**src/shared/cc2_pkg.sv**
```systemverilog
// Constants and types for the codec 2 control register bank
package cc2_pkg;
    typedef logic [11:0] cc2_addr_t;
    typedef logic [7:0] cc2_byte_t;
    typedef logic [5:0] cc2_code_t;
    typedef logic signed [7:0] cc2_half_db_t;

    // Register indices; byte address is four times the index
    localparam cc2_byte_t CC2_IDX_RATE = 8'h07;
    localparam cc2_byte_t CC2_IDX_ADC = 8'h08;
    localparam cc2_byte_t CC2_IDX_DAC = 8'h09;
    localparam cc2_byte_t CC2_IDX_IRQ_STAT = 8'h10;
    localparam cc2_byte_t CC2_IDX_IRQ_MASK = 8'h11;
    localparam cc2_addr_t CC2_ADDR_RATE = {2'h0, CC2_IDX_RATE, 2'h0};
    localparam cc2_addr_t CC2_ADDR_ADC = {2'h0, CC2_IDX_ADC, 2'h0};
    localparam cc2_addr_t CC2_ADDR_DAC = {2'h0, CC2_IDX_DAC, 2'h0};
    localparam cc2_addr_t CC2_ADDR_STAT = {2'h0, CC2_IDX_IRQ_STAT, 2'h0};
    localparam cc2_addr_t CC2_ADDR_MASK = {2'h0, CC2_IDX_IRQ_MASK, 2'h0};

    // Values after reset
    localparam cc2_byte_t CC2_RATE_RST = 8'h50;
    localparam cc2_byte_t CC2_ADC_RST = 8'h00;
    localparam cc2_byte_t CC2_DAC_RST = 8'h00;
    localparam logic [2:0] CC2_IRQ_RST = 3'h0;

    // Field positions
    localparam int CC2_RATE_MSB = 7;
    localparam int CC2_RATE_LSB = 4;
    localparam int CC2_ALOOP_BIT = 3;
    localparam int CC2_DLOOP_BIT = 2;
    localparam int CC2_PDN_BIT = 1;
    localparam int CC2_SWRST_BIT = 0;
    localparam int CC2_OVF_BIT = 7;
    localparam int CC2_ADC_GAIN_MSB = 6;
    localparam int CC2_ADC_GAIN_LSB = 1;
    localparam int CC2_LINE_OUT_BIT = 0;
    localparam int CC2_DAC_GAIN_MSB = 5;
    localparam int CC2_DAC_GAIN_LSB = 0;

    // Interrupt status bits
    localparam int CC2_IRQ_W = 3;
    localparam int CC2_IRQ_OVF = 0;
    localparam int CC2_IRQ_RSVD = 1;
    localparam int CC2_IRQ_SWRST = 2;

    // Gain code map, gain in half-dB units
    localparam cc2_code_t CC2_GAIN_ZERO = 6'h00;
    localparam cc2_code_t CC2_GAIN_MIN = 6'h01;
    localparam cc2_code_t CC2_GAIN_MAX = 6'h21;
    localparam cc2_code_t CC2_GAIN_UNITY = 6'h19;
    localparam cc2_code_t CC2_GAIN_MUTE = 6'h30;
    localparam cc2_half_db_t CC2_GAIN_BASE = 8'shb8;
    localparam cc2_half_db_t CC2_GAIN_STEP = 8'sh03;
    localparam cc2_half_db_t CC2_GAIN_TOP = 8'sh18;
endpackage

```
**src/rtl/cc2_ctrl_regs.sv**
```systemverilog
// Codec 2 control register bank behind an APB slave
`timescale 1ns/10ps
module cc2_ctrl_regs (
    input wire logic pclk,
    input wire logic presetn,
    input wire logic clk_en,
    input wire logic psel,
    input wire logic penable,
    input wire logic pwrite,
    input wire cc2_pkg::cc2_addr_t paddr,
    input wire logic [31:0] pwdata,
    input wire logic [3:0] pstrb,
    output logic [31:0] prdata,
    output logic pready,
    output logic pslverr,
    input wire logic adc_overflow_in,
    output logic [3:0] rate_factor_m1,
    output logic analog_loopback,
    output logic digital_loopback,
    output logic codec2_power_down,
    output logic soft_reset_pulse,
    output logic line_output_select,
    output cc2_pkg::cc2_half_db_t adc_gain_half_db,
    output logic adc_mute,
    output cc2_pkg::cc2_half_db_t dac_gain_half_db,
    output logic dac_mute,
    output logic irq
);
    import cc2_pkg::*;

    cc2_byte_t rate_reg, rate_next;
    cc2_byte_t adc_reg, adc_next;
    cc2_byte_t dac_reg, dac_next;
    logic [CC2_IRQ_W-1:0] stat_reg, stat_next;
    logic [CC2_IRQ_W-1:0] mask_reg, mask_next;
    logic [CC2_IRQ_W-1:0] stat_set, stat_clr;
    logic ovf_meta_reg, ovf_sync_reg, ovf_prev_reg;
    logic swrst_reg, irq_reg, err_reg;
    logic [31:0] rdata_reg;
    logic adc_rsvd, dac_rsvd;

    // Bus decode
    wire setup = psel && !penable && clk_en;
    wire access = psel && penable && clk_en;
    wire hit_rate = (paddr == CC2_ADDR_RATE);
    wire hit_adc = (paddr == CC2_ADDR_ADC);
    wire hit_dac = (paddr == CC2_ADDR_DAC);
    wire hit_stat = (paddr == CC2_ADDR_STAT);
    wire hit_mask = (paddr == CC2_ADDR_MASK);
    wire mapped = hit_rate || hit_adc || hit_dac || hit_stat || hit_mask;
    wire wr = access && pwrite && pstrb[0] && mapped;
    wire cc2_byte_t wbyte = pwdata[7:0];
    wire cc2_code_t w_adc_code = wbyte[CC2_ADC_GAIN_MSB:CC2_ADC_GAIN_LSB];
    wire cc2_code_t w_dac_code = wbyte[CC2_DAC_GAIN_MSB:CC2_DAC_GAIN_LSB];
    wire swrst_req = wr && hit_rate && wbyte[CC2_SWRST_BIT];

    // Reserved gain code detection on write
    function automatic logic code_reserved(input cc2_code_t c);
        code_reserved = (c > CC2_GAIN_MAX) && (c != CC2_GAIN_MUTE);
    endfunction
    wire rsvd_write = (wr && hit_adc && code_reserved(w_adc_code))
        || (wr && hit_dac && code_reserved(w_dac_code));

    // Register next values; soft reset restores defaults
    always_comb begin
        rate_next = rate_reg;
        adc_next = adc_reg;
        dac_next = dac_reg;
        if (swrst_req) begin
            rate_next = CC2_RATE_RST;
            adc_next = CC2_ADC_RST;
            dac_next = CC2_DAC_RST;
        end else if (wr && hit_rate) begin
            rate_next = {wbyte[7:1], 1'b0};
        end else if (wr && hit_adc) begin
            adc_next = {1'b0, wbyte[6:0]};
        end else if (wr && hit_dac) begin
            dac_next = {2'h0, wbyte[5:0]};
        end
    end

    // Sticky status: a set in the clearing cycle wins
    always_comb begin
        stat_set = '0;
        stat_set[CC2_IRQ_OVF] = ovf_sync_reg && !ovf_prev_reg;
        stat_set[CC2_IRQ_RSVD] = rsvd_write;
        stat_set[CC2_IRQ_SWRST] = swrst_req;
        stat_clr = (wr && hit_stat) ? wbyte[CC2_IRQ_W-1:0] : '0;
        stat_next = (stat_reg & ~stat_clr) | stat_set;
        mask_next = (wr && hit_mask) ? wbyte[CC2_IRQ_W-1:0] : mask_reg;
    end

    // Read mux, overflow shows live in bit 7
    wire cc2_byte_t adc_view = {ovf_sync_reg, adc_reg[6:0]};
    wire cc2_byte_t rd_byte =
        hit_rate ? rate_reg :
        hit_adc ? adc_view :
        hit_dac ? dac_reg :
        hit_stat ? {5'h00, stat_reg} :
        hit_mask ? {5'h00, mask_reg} : 8'h00;

    // Overflow pin synchroniser
    always_ff @(posedge pclk or negedge presetn) begin
        if (!presetn) begin
            ovf_meta_reg <= 1'b0;
            ovf_sync_reg <= 1'b0;
            ovf_prev_reg <= 1'b0;
        end else if (clk_en) begin
            ovf_meta_reg <= adc_overflow_in;
            ovf_sync_reg <= ovf_meta_reg;
            ovf_prev_reg <= ovf_sync_reg;
        end
    end

    always_ff @(posedge pclk or negedge presetn) begin
        if (!presetn) begin
            rate_reg <= CC2_RATE_RST;
            adc_reg <= CC2_ADC_RST;
            dac_reg <= CC2_DAC_RST;
            stat_reg <= CC2_IRQ_RST;
            mask_reg <= CC2_IRQ_RST;
        end else if (clk_en) begin
            rate_reg <= rate_next;
            adc_reg <= adc_next;
            dac_reg <= dac_next;
            stat_reg <= stat_next;
            mask_reg <= mask_next;
        end
    end

    always_ff @(posedge pclk or negedge presetn) begin
        if (!presetn) begin
            swrst_reg <= 1'b0;
            irq_reg <= 1'b0;
        end else if (clk_en) begin
            swrst_reg <= swrst_req;
            irq_reg <= |(stat_next & mask_next);
        end
    end

    // Read data and error captured in the setup cycle
    always_ff @(posedge pclk or negedge presetn) begin
        if (!presetn) begin
            rdata_reg <= 32'h0000_0000;
            err_reg <= 1'b0;
        end else if (setup) begin
            rdata_reg <= {24'h00_0000, rd_byte};
            err_reg <= !mapped;
        end
    end

    cc2_gain_decode u_adc_gain (
        .pclk(pclk),
        .presetn(presetn),
        .clk_en(clk_en),
        .code(adc_reg[CC2_ADC_GAIN_MSB:CC2_ADC_GAIN_LSB]),
        .gain_half_db(adc_gain_half_db),
        .mute(adc_mute),
        .reserved(adc_rsvd)
    );

    cc2_gain_decode u_dac_gain (
        .pclk(pclk),
        .presetn(presetn),
        .clk_en(clk_en),
        .code(dac_reg[CC2_DAC_GAIN_MSB:CC2_DAC_GAIN_LSB]),
        .gain_half_db(dac_gain_half_db),
        .mute(dac_mute),
        .reserved(dac_rsvd)
    );

    assign prdata = rdata_reg;
    assign pready = clk_en;
    assign pslverr = err_reg;
    assign rate_factor_m1 = rate_reg[CC2_RATE_MSB:CC2_RATE_LSB];
    assign analog_loopback = rate_reg[CC2_ALOOP_BIT];
    assign digital_loopback = rate_reg[CC2_DLOOP_BIT];
    assign codec2_power_down = rate_reg[CC2_PDN_BIT];
    assign soft_reset_pulse = swrst_reg;
    assign line_output_select = adc_reg[CC2_LINE_OUT_BIT];
    assign irq = irq_reg;

    wire wr_rate_plain = wr && hit_rate && !wbyte[CC2_SWRST_BIT];
    wire wr_adc = wr && hit_adc && !swrst_req;
    wire wr_dac = wr && hit_dac;
endmodule

```
**src/rtl/cc2_gain_decode.sv**
```systemverilog
// Gain code decoder for one programmable gain stage
`timescale 1ns/10ps
module cc2_gain_decode (
    input wire logic pclk,
    input wire logic presetn,
    input wire logic clk_en,
    input wire cc2_pkg::cc2_code_t code,
    output cc2_pkg::cc2_half_db_t gain_half_db,
    output logic mute,
    output logic reserved
);
    import cc2_pkg::*;

    cc2_half_db_t gain_reg, steps, lin_gain;
    logic mute_reg, rsvd_reg;
    wire is_zero = (code == CC2_GAIN_ZERO);
    wire is_mute = (code == CC2_GAIN_MUTE);
    wire is_lin = !is_zero && (code <= CC2_GAIN_MAX);
    wire is_rsvd = !is_zero && !is_lin && !is_mute;

    assign steps = $signed({2'h0, code}) - 8'sh01;
    assign lin_gain = CC2_GAIN_BASE + steps * CC2_GAIN_STEP;
    // Reserved codes fail safe to mute
    wire cc2_half_db_t gain_next = is_lin ? lin_gain : 8'sh00;
    wire mute_next = is_mute || is_rsvd;

    always_ff @(posedge pclk or negedge presetn) begin
        if (!presetn) begin
            gain_reg <= 8'sh00;
            mute_reg <= 1'b0;
            rsvd_reg <= 1'b0;
        end else if (clk_en) begin
            gain_reg <= gain_next;
            mute_reg <= mute_next;
            rsvd_reg <= is_rsvd;
        end
    end

    assign gain_half_db = gain_reg;
    assign mute = mute_reg;
    assign reserved = rsvd_reg;
endmodule

```
**config.mk**
```make
export PLATFORM = sky130hd
export DESIGN_NAME = cc2_ctrl_regs
export DESIGN_NICKNAME = d
export VERILOG_FILES = /design/src/shared/cc2_pkg.sv /design/src/rtl/cc2_ctrl_regs.sv /design/src/rtl/cc2_gain_decode.sv
export SDC_FILE = /design/constraint.sdc
export NUM_CORES = 1
export LEC_CHECK = 0
export ABC_AREA = 1
export BUFFER_PORTS_ARGS = -buffer_cell sky130_fd_sc_hd__buf_2
export CELL_PAD_IN_SITES_DETAIL_PLACEMENT = 0
export CELL_PAD_IN_SITES_GLOBAL_PLACEMENT = 1
export CORE_MARGIN = 2
export CORE_UTILIZATION = 34
export CTS_BUF_LIST = sky130_fd_sc_hd__clkbuf_16
export DETAILED_ROUTE_END_ITERATION = 16
export PLACE_DENSITY = 0.86
export SYNTH_ARGS = -nofsm -noshare
export SYNTH_HDL_FRONTEND = slang
export SYNTH_SLANG_ARGS = --single-unit
```
**constraint.sdc**
```tcl
create_clock -name pclk -period 3 [get_ports pclk]
set_clock_uncertainty 0.15 [all_clocks]
set_input_delay 0.15 -clock pclk [delete_from_list [all_inputs] [get_ports pclk]]
set_output_delay 0.15 -clock pclk [all_outputs]
set_load 0.005 [all_outputs]
```
==> report_table.html <==
<table>
<tr><th>Metric</th><th>Value</th></tr>
<tr><th colspan="2">Route</th></tr>
<tr><td>Number of search-and-repair iterations in the first detailed-routing pass</td><td>4</td></tr>
<tr><td>Per-cell routed wire length</td><td>between 10 and 15 um</td></tr>
<tr><td>Avg Vias per Cell</td><td>4.68</td></tr>
<tr><td>Residual DRC</td><td>0</td></tr>
<tr><td>1st-iter DRT viols</td><td>roughly 140</td></tr>
<tr><td>Aggregate routed wire length</td><td>between 9000 and 10000 um</td></tr>
<tr><td>Total via count in the routed design</td><td>~3.2k</td></tr>
<tr><td>Post-route ant nets</td><td>0</td></tr>
<tr><th colspan="2">Placed design</th></tr>
<tr><td>Final RePlAce weighted congestion</td><td>0.863</td></tr>
<tr><td>Number of port buffers</td><td>65</td></tr>
<tr><td>HPWL Detailed</td><td>between 7000 and 8000 um</td></tr>
<tr><td>Worst-case setup slack after placement</td><td>about 45 ps</td></tr>
<tr><td>DP Area</td><td>0.00429 mm^2</td></tr>
<tr><th colspan="2">Critical path</th></tr>
<tr><td>Slowest cell on the critical path</td><td>fa_1</td></tr>
<tr><td>Max incr delay on CP</td><td>approximately 500 ps</td></tr>
<tr><td>Setup crit start</td><td>dac_reg[1]$_DFFE_PN0P_</td></tr>
<tr><td>Crit-path max FO</td><td>4</td></tr>
<tr><td>Arrival @ worst endpoint</td><td>around 2900 ps</td></tr>
<tr><td>Startpoint of the worst-slack reg-to-reg timing path</td><td>dac_reg[1]$_DFFE_PN0P_</td></tr>
<tr><td>CP Data Required Time</td><td>3090 ps</td></tr>
<tr><td>Crit-path most repeated cell</td><td>inv_1</td></tr>
<tr><td>Kind of capture point of the worst setup path</td><td>flip-flop</td></tr>
<tr><td>Nature of the critical path startpoint</td><td>flip-flop</td></tr>
<tr><td>Cell chain of the critical path</td><td>inv_1 &gt; ha_2 &gt; nand2_1 &gt; nor2_2 &gt; xnor2_2 &gt; inv_1 &gt; fa_1 &gt; inv_1 &gt; ha_2 &gt; nand3_1 &gt; nand2_1 &gt; xor2_1 &gt; inv_1 &gt; o21ai_0</td></tr>
<tr><td>Critical Setup Path Class</td><td>flip-flop to flip-flop</td></tr>
<tr><th colspan="2">STA</th></tr>
<tr><td>Final max-slew violation count</td><td>0</td></tr>
<tr><td>Worst Max-Slew Pin Slew</td><td>~700 ps</td></tr>
<tr><td>Time the worst path needs with I/O delays and setup</td><td>about 2800 ps</td></tr>
<tr><td>Final-layout worst hold slack</td><td>about 11 ps</td></tr>
<tr><td>Relative slew slack</td><td>0.534</td></tr>
<tr><td>Fin crit share</td><td>0.939</td></tr>
<tr><td>Number of setup violations in the final report</td><td>0</td></tr>
<tr><td>Number of hold-slack violations in the final timing report</td><td>0</td></tr>
<tr><td>Setup repair after global routing missed its margin</td><td>yes</td></tr>
<tr><td>Worst-case setup margin in the final layout</td><td>roughly 180 ps</td></tr>
<tr><td>Maximum operating frequency</td><td>0.355 GHz</td></tr>
<tr><th colspan="2">Global routing</th></tr>
<tr><td>Via count of the first global-routing pass</td><td>3304</td></tr>
<tr><td>Final global-route overflow total</td><td>0</td></tr>
<tr><td>Wire length of the first global-routing pass</td><td>15600 um</td></tr>
<tr><td>Number of antenna violations at the first check in global routing</td><td>0</td></tr>
<tr><td>Global routing usage summed across all routing layers</td><td>0.157</td></tr>
<tr><td>Largest net degree at the start of global routing</td><td>26</td></tr>
<tr><th colspan="2">Floorplan</th></tr>
<tr><td>Die Outline Area</td><td>between 0.01 and 0.015 mm^2</td></tr>
<tr><td>Placeable core area</td><td>about 0.011 mm^2</td></tr>
<tr><td>Row count</td><td>38</td></tr>
<tr><td>Die Y</td><td>approximately 110 um</td></tr>
<tr><td>Initial Utilization</td><td>0.352</td></tr>
<tr><td>Horizontal die dimension</td><td>roughly 110 um</td></tr>
<tr><td>Number of ports placed on the die boundary</td><td>~120</td></tr>
<tr><th colspan="2">Yosys</th></tr>
<tr><td>Post-synthesis area per instance</td><td>between 8 and 9 um^2</td></tr>
<tr><td>Netlist cell types</td><td>41</td></tr>
<tr><td>Number of enable-type register cells in the synthesized netlist</td><td>0</td></tr>
<tr><td>Top cells by area in the synthesized netlist</td><td>dfrtp_1 36%, nand2_1 9.7%, ha_1 7.1%, inv_1 5.9%, buf_4 4.9%</td></tr>
<tr><td>#FFs+latches synth</td><td>58</td></tr>
<tr><td>Area share of the largest cell type after synthesis</td><td>0.363</td></tr>
<tr><td>Netlist area before placement</td><td>just under 0.004 mm^2</td></tr>
<tr><td>Share of synthesized flip-flops with an asynchronous set or reset</td><td>1.00</td></tr>
<tr><td>Cell types with the highest counts after synthesis</td><td>100 x nand2_1, 61 x inv_1, 56 x dfrtp_1, 29 x o21ai_0, 26 x nor2_1</td></tr>
<tr><td>Sequential cell area fraction in the yosys report</td><td>0.376</td></tr>
<tr><td>Warnings from Yosys</td><td>0</td></tr>
<tr><td>Yosys top cell by area</td><td>dfrtp_1</td></tr>
<tr><td>Cell with the most instances after synthesis</td><td>nand2_1</td></tr>
<tr><td>Cell count after synthesis</td><td>approximately 460</td></tr>
<tr><td>Top_reg_cell synth</td><td>dfrtp_1</td></tr>
<tr><th colspan="2">Clock network</th></tr>
<tr><td>TritonCTS buffer count</td><td>9</td></tr>
<tr><td>Number of buffers on the longest clock path</td><td>2</td></tr>
<tr><td>Clock-pin slew reported for the worst setup and hold paths after clock tree synthesis</td><td>around 50 ps</td></tr>
<tr><td>Worst skew pair latency</td><td>around 330 ps</td></tr>
<tr><td>Clock tree from TritonCTS</td><td>done</td></tr>
<tr><td>CTS HTree Levels</td><td>3</td></tr>
<tr><td>Library cell used as clock root buffer</td><td>clkbuf_16</td></tr>
<tr><td>Sink count of the clock tree</td><td>between 50 and 60</td></tr>
<tr><th colspan="2">Min path</th></tr>
<tr><td>Min-delay worst type</td><td>input pin to flip-flop</td></tr>
<tr><td>Min-delay src</td><td>pwdata[5]</td></tr>
<tr><th colspan="2">Power and ir drop</th></tr>
<tr><td>Max IR drop VDD</td><td>around 0.23 mV</td></tr>
<tr><td>Overall power of the completed layout</td><td>between 2 and 2.5 mW</td></tr>
<tr><td>Total power divided by cell area</td><td>about 430 mW/mm^2</td></tr>
<tr><td>Leakage Power</td><td>2.56 nW</td></tr>
<tr><th colspan="2">Layout</th></tr>
<tr><td>Count of antenna diodes in the layout</td><td>0</td></tr>
<tr><td>Layout overhead on the synthesized area</td><td>22.3%</td></tr>
<tr><td>Layout Utilization</td><td>0.430</td></tr>
<tr><td>Design area</td><td>~0.0047 mm^2</td></tr>
<tr><td>Layout cells sized above 1</td><td>0.291</td></tr>
<tr><td>Number of filler instances in the final layout</td><td>around 1.1k</td></tr>
<tr><td>Final nets</td><td>627</td></tr>
<tr><th colspan="2">Status</th></tr>
<tr><td>Result of the run</td><td>finished clean</td></tr>
<tr><th colspan="2">Job</th></tr>
<tr><td>Max cap viols</td><td>0</td></tr>
</table>
-- kinds of logic after synthesis --
| group | Yosys count | share of synthesized area |
|---|---|---|
| AND/OR/NAND/NOR | 182 | 0.227 |
| flip-flops | 58 | 0.376 |
| buffers and inverters | 98 | 0.127 |
| XOR/XNOR | 13 | 0.0295 |
| AO/OA/AOI/OAI | 75 | 0.127 |
| other | 1 | 0.000970 |
| adder cells (fa/ha/maj) | 30 | 0.113 |
-- power breakdown --
part	switching [mW]	total (mW)	leakage, nW	internal [mW]
sequential	0.0149	0.820	0.757	0.805
combinational	0.0962	0.152	1.65	0.0555
clock	0.364	1.08	0.154	0.717
total	0.475	2.05	2.56	1.58
-- metal layers --
metal  track usage  wire (um)
met1         0.185       3940
met2         0.279       4700
met3        0.0324        337
met4        0.0600        206
met5             0          0
-- cell usage in the layout, fill, tap and decap left out, types with 5 or more instances in the layout --
| cell | count |
|---|---|
| dfrtp_1 | 56 |
| xnor2_1 | 6 |
| inv_2 | 8 |
| o21ai_2 | 16 |
| ha_1 | 18 |
| o21ai_0 | 29 |
| nor2_4 | 5 |
| nand2_1 | 100 |
| xor2_1 | 5 |
| nand2_2 | 12 |
| clkbuf_16 | 9 |
| a21oi_1 | 9 |
| fa_1 | 6 |
| nand4_1 | 7 |
| buf_4 | 11 |
| nand2_4 | 5 |
| inv_1 | 59 |
| nor2_1 | 25 |
| nand3_1 | 20 |
| conb_1 | 24 |
| buf_2 | 65 |
| dlygate4sd3_1 | 6 |
-- final timing paths --
kind | to | cells past startpoint | slack [ps]
max in group asynchronous | u_adc_gain.gain_half_db[7]$_DFFE_PN0P_ | 3 | 1920
min | adc_reg[5]$_DFFE_PN0P_ | 3 | 10
min in group asynchronous | ovf_prev_reg$_DFFE_PN0P_ | 2 | 110
min reg2reg | ovf_meta_reg$_DFFE_PN0P_ | 2 | 320
max | u_dac_gain.gain_half_db[6]$_DFFE_PN0P_ | 14 | 180
max reg2reg | u_dac_gain.gain_half_db[6]$_DFFE_PN0P_ | 14 | 180
-- final cells by class --
cell class              instances  area [um^2]  share of cell area
multi-input cells             324         2070               0.437
flip-flops and latches         58         1450               0.308
repair buffers                 82          468              0.0990
inverters                      67          253              0.0535
clock buffers                   9          225              0.0477
well taps                     140          175              0.0371
clock inverters                 7         85.1              0.0180
-- through the flow --
step / instances / TNS (ps)
2_1_floorplan: 480 / 0
3_3_place_gp: 664 / 0
3_5_place_dp: 664 / 0
4_1_cts: 686 / 0
5_1_grt: 687 / -32.4
6_report: 687 / 0
-- critical path: cells and delay by family, from the launching register on --
family,cells,cell delay (ps)
fa+ha+maj,3,1080
xor+xnor,2,280
compound gates,1,140
flops,1,370
buf+inv,4,290
simple gates,4,440
-- timing repair --
action / CTS / global route
setup buffers: 0 / 1
endpoints found under the hold margin: 37 / 0
hold buffers: 6 / 0
setup endpoints to repair: 0 / 5
gates resized for setup: 0 / 15
Note: power is estimated with default switching activity, not from simulation.
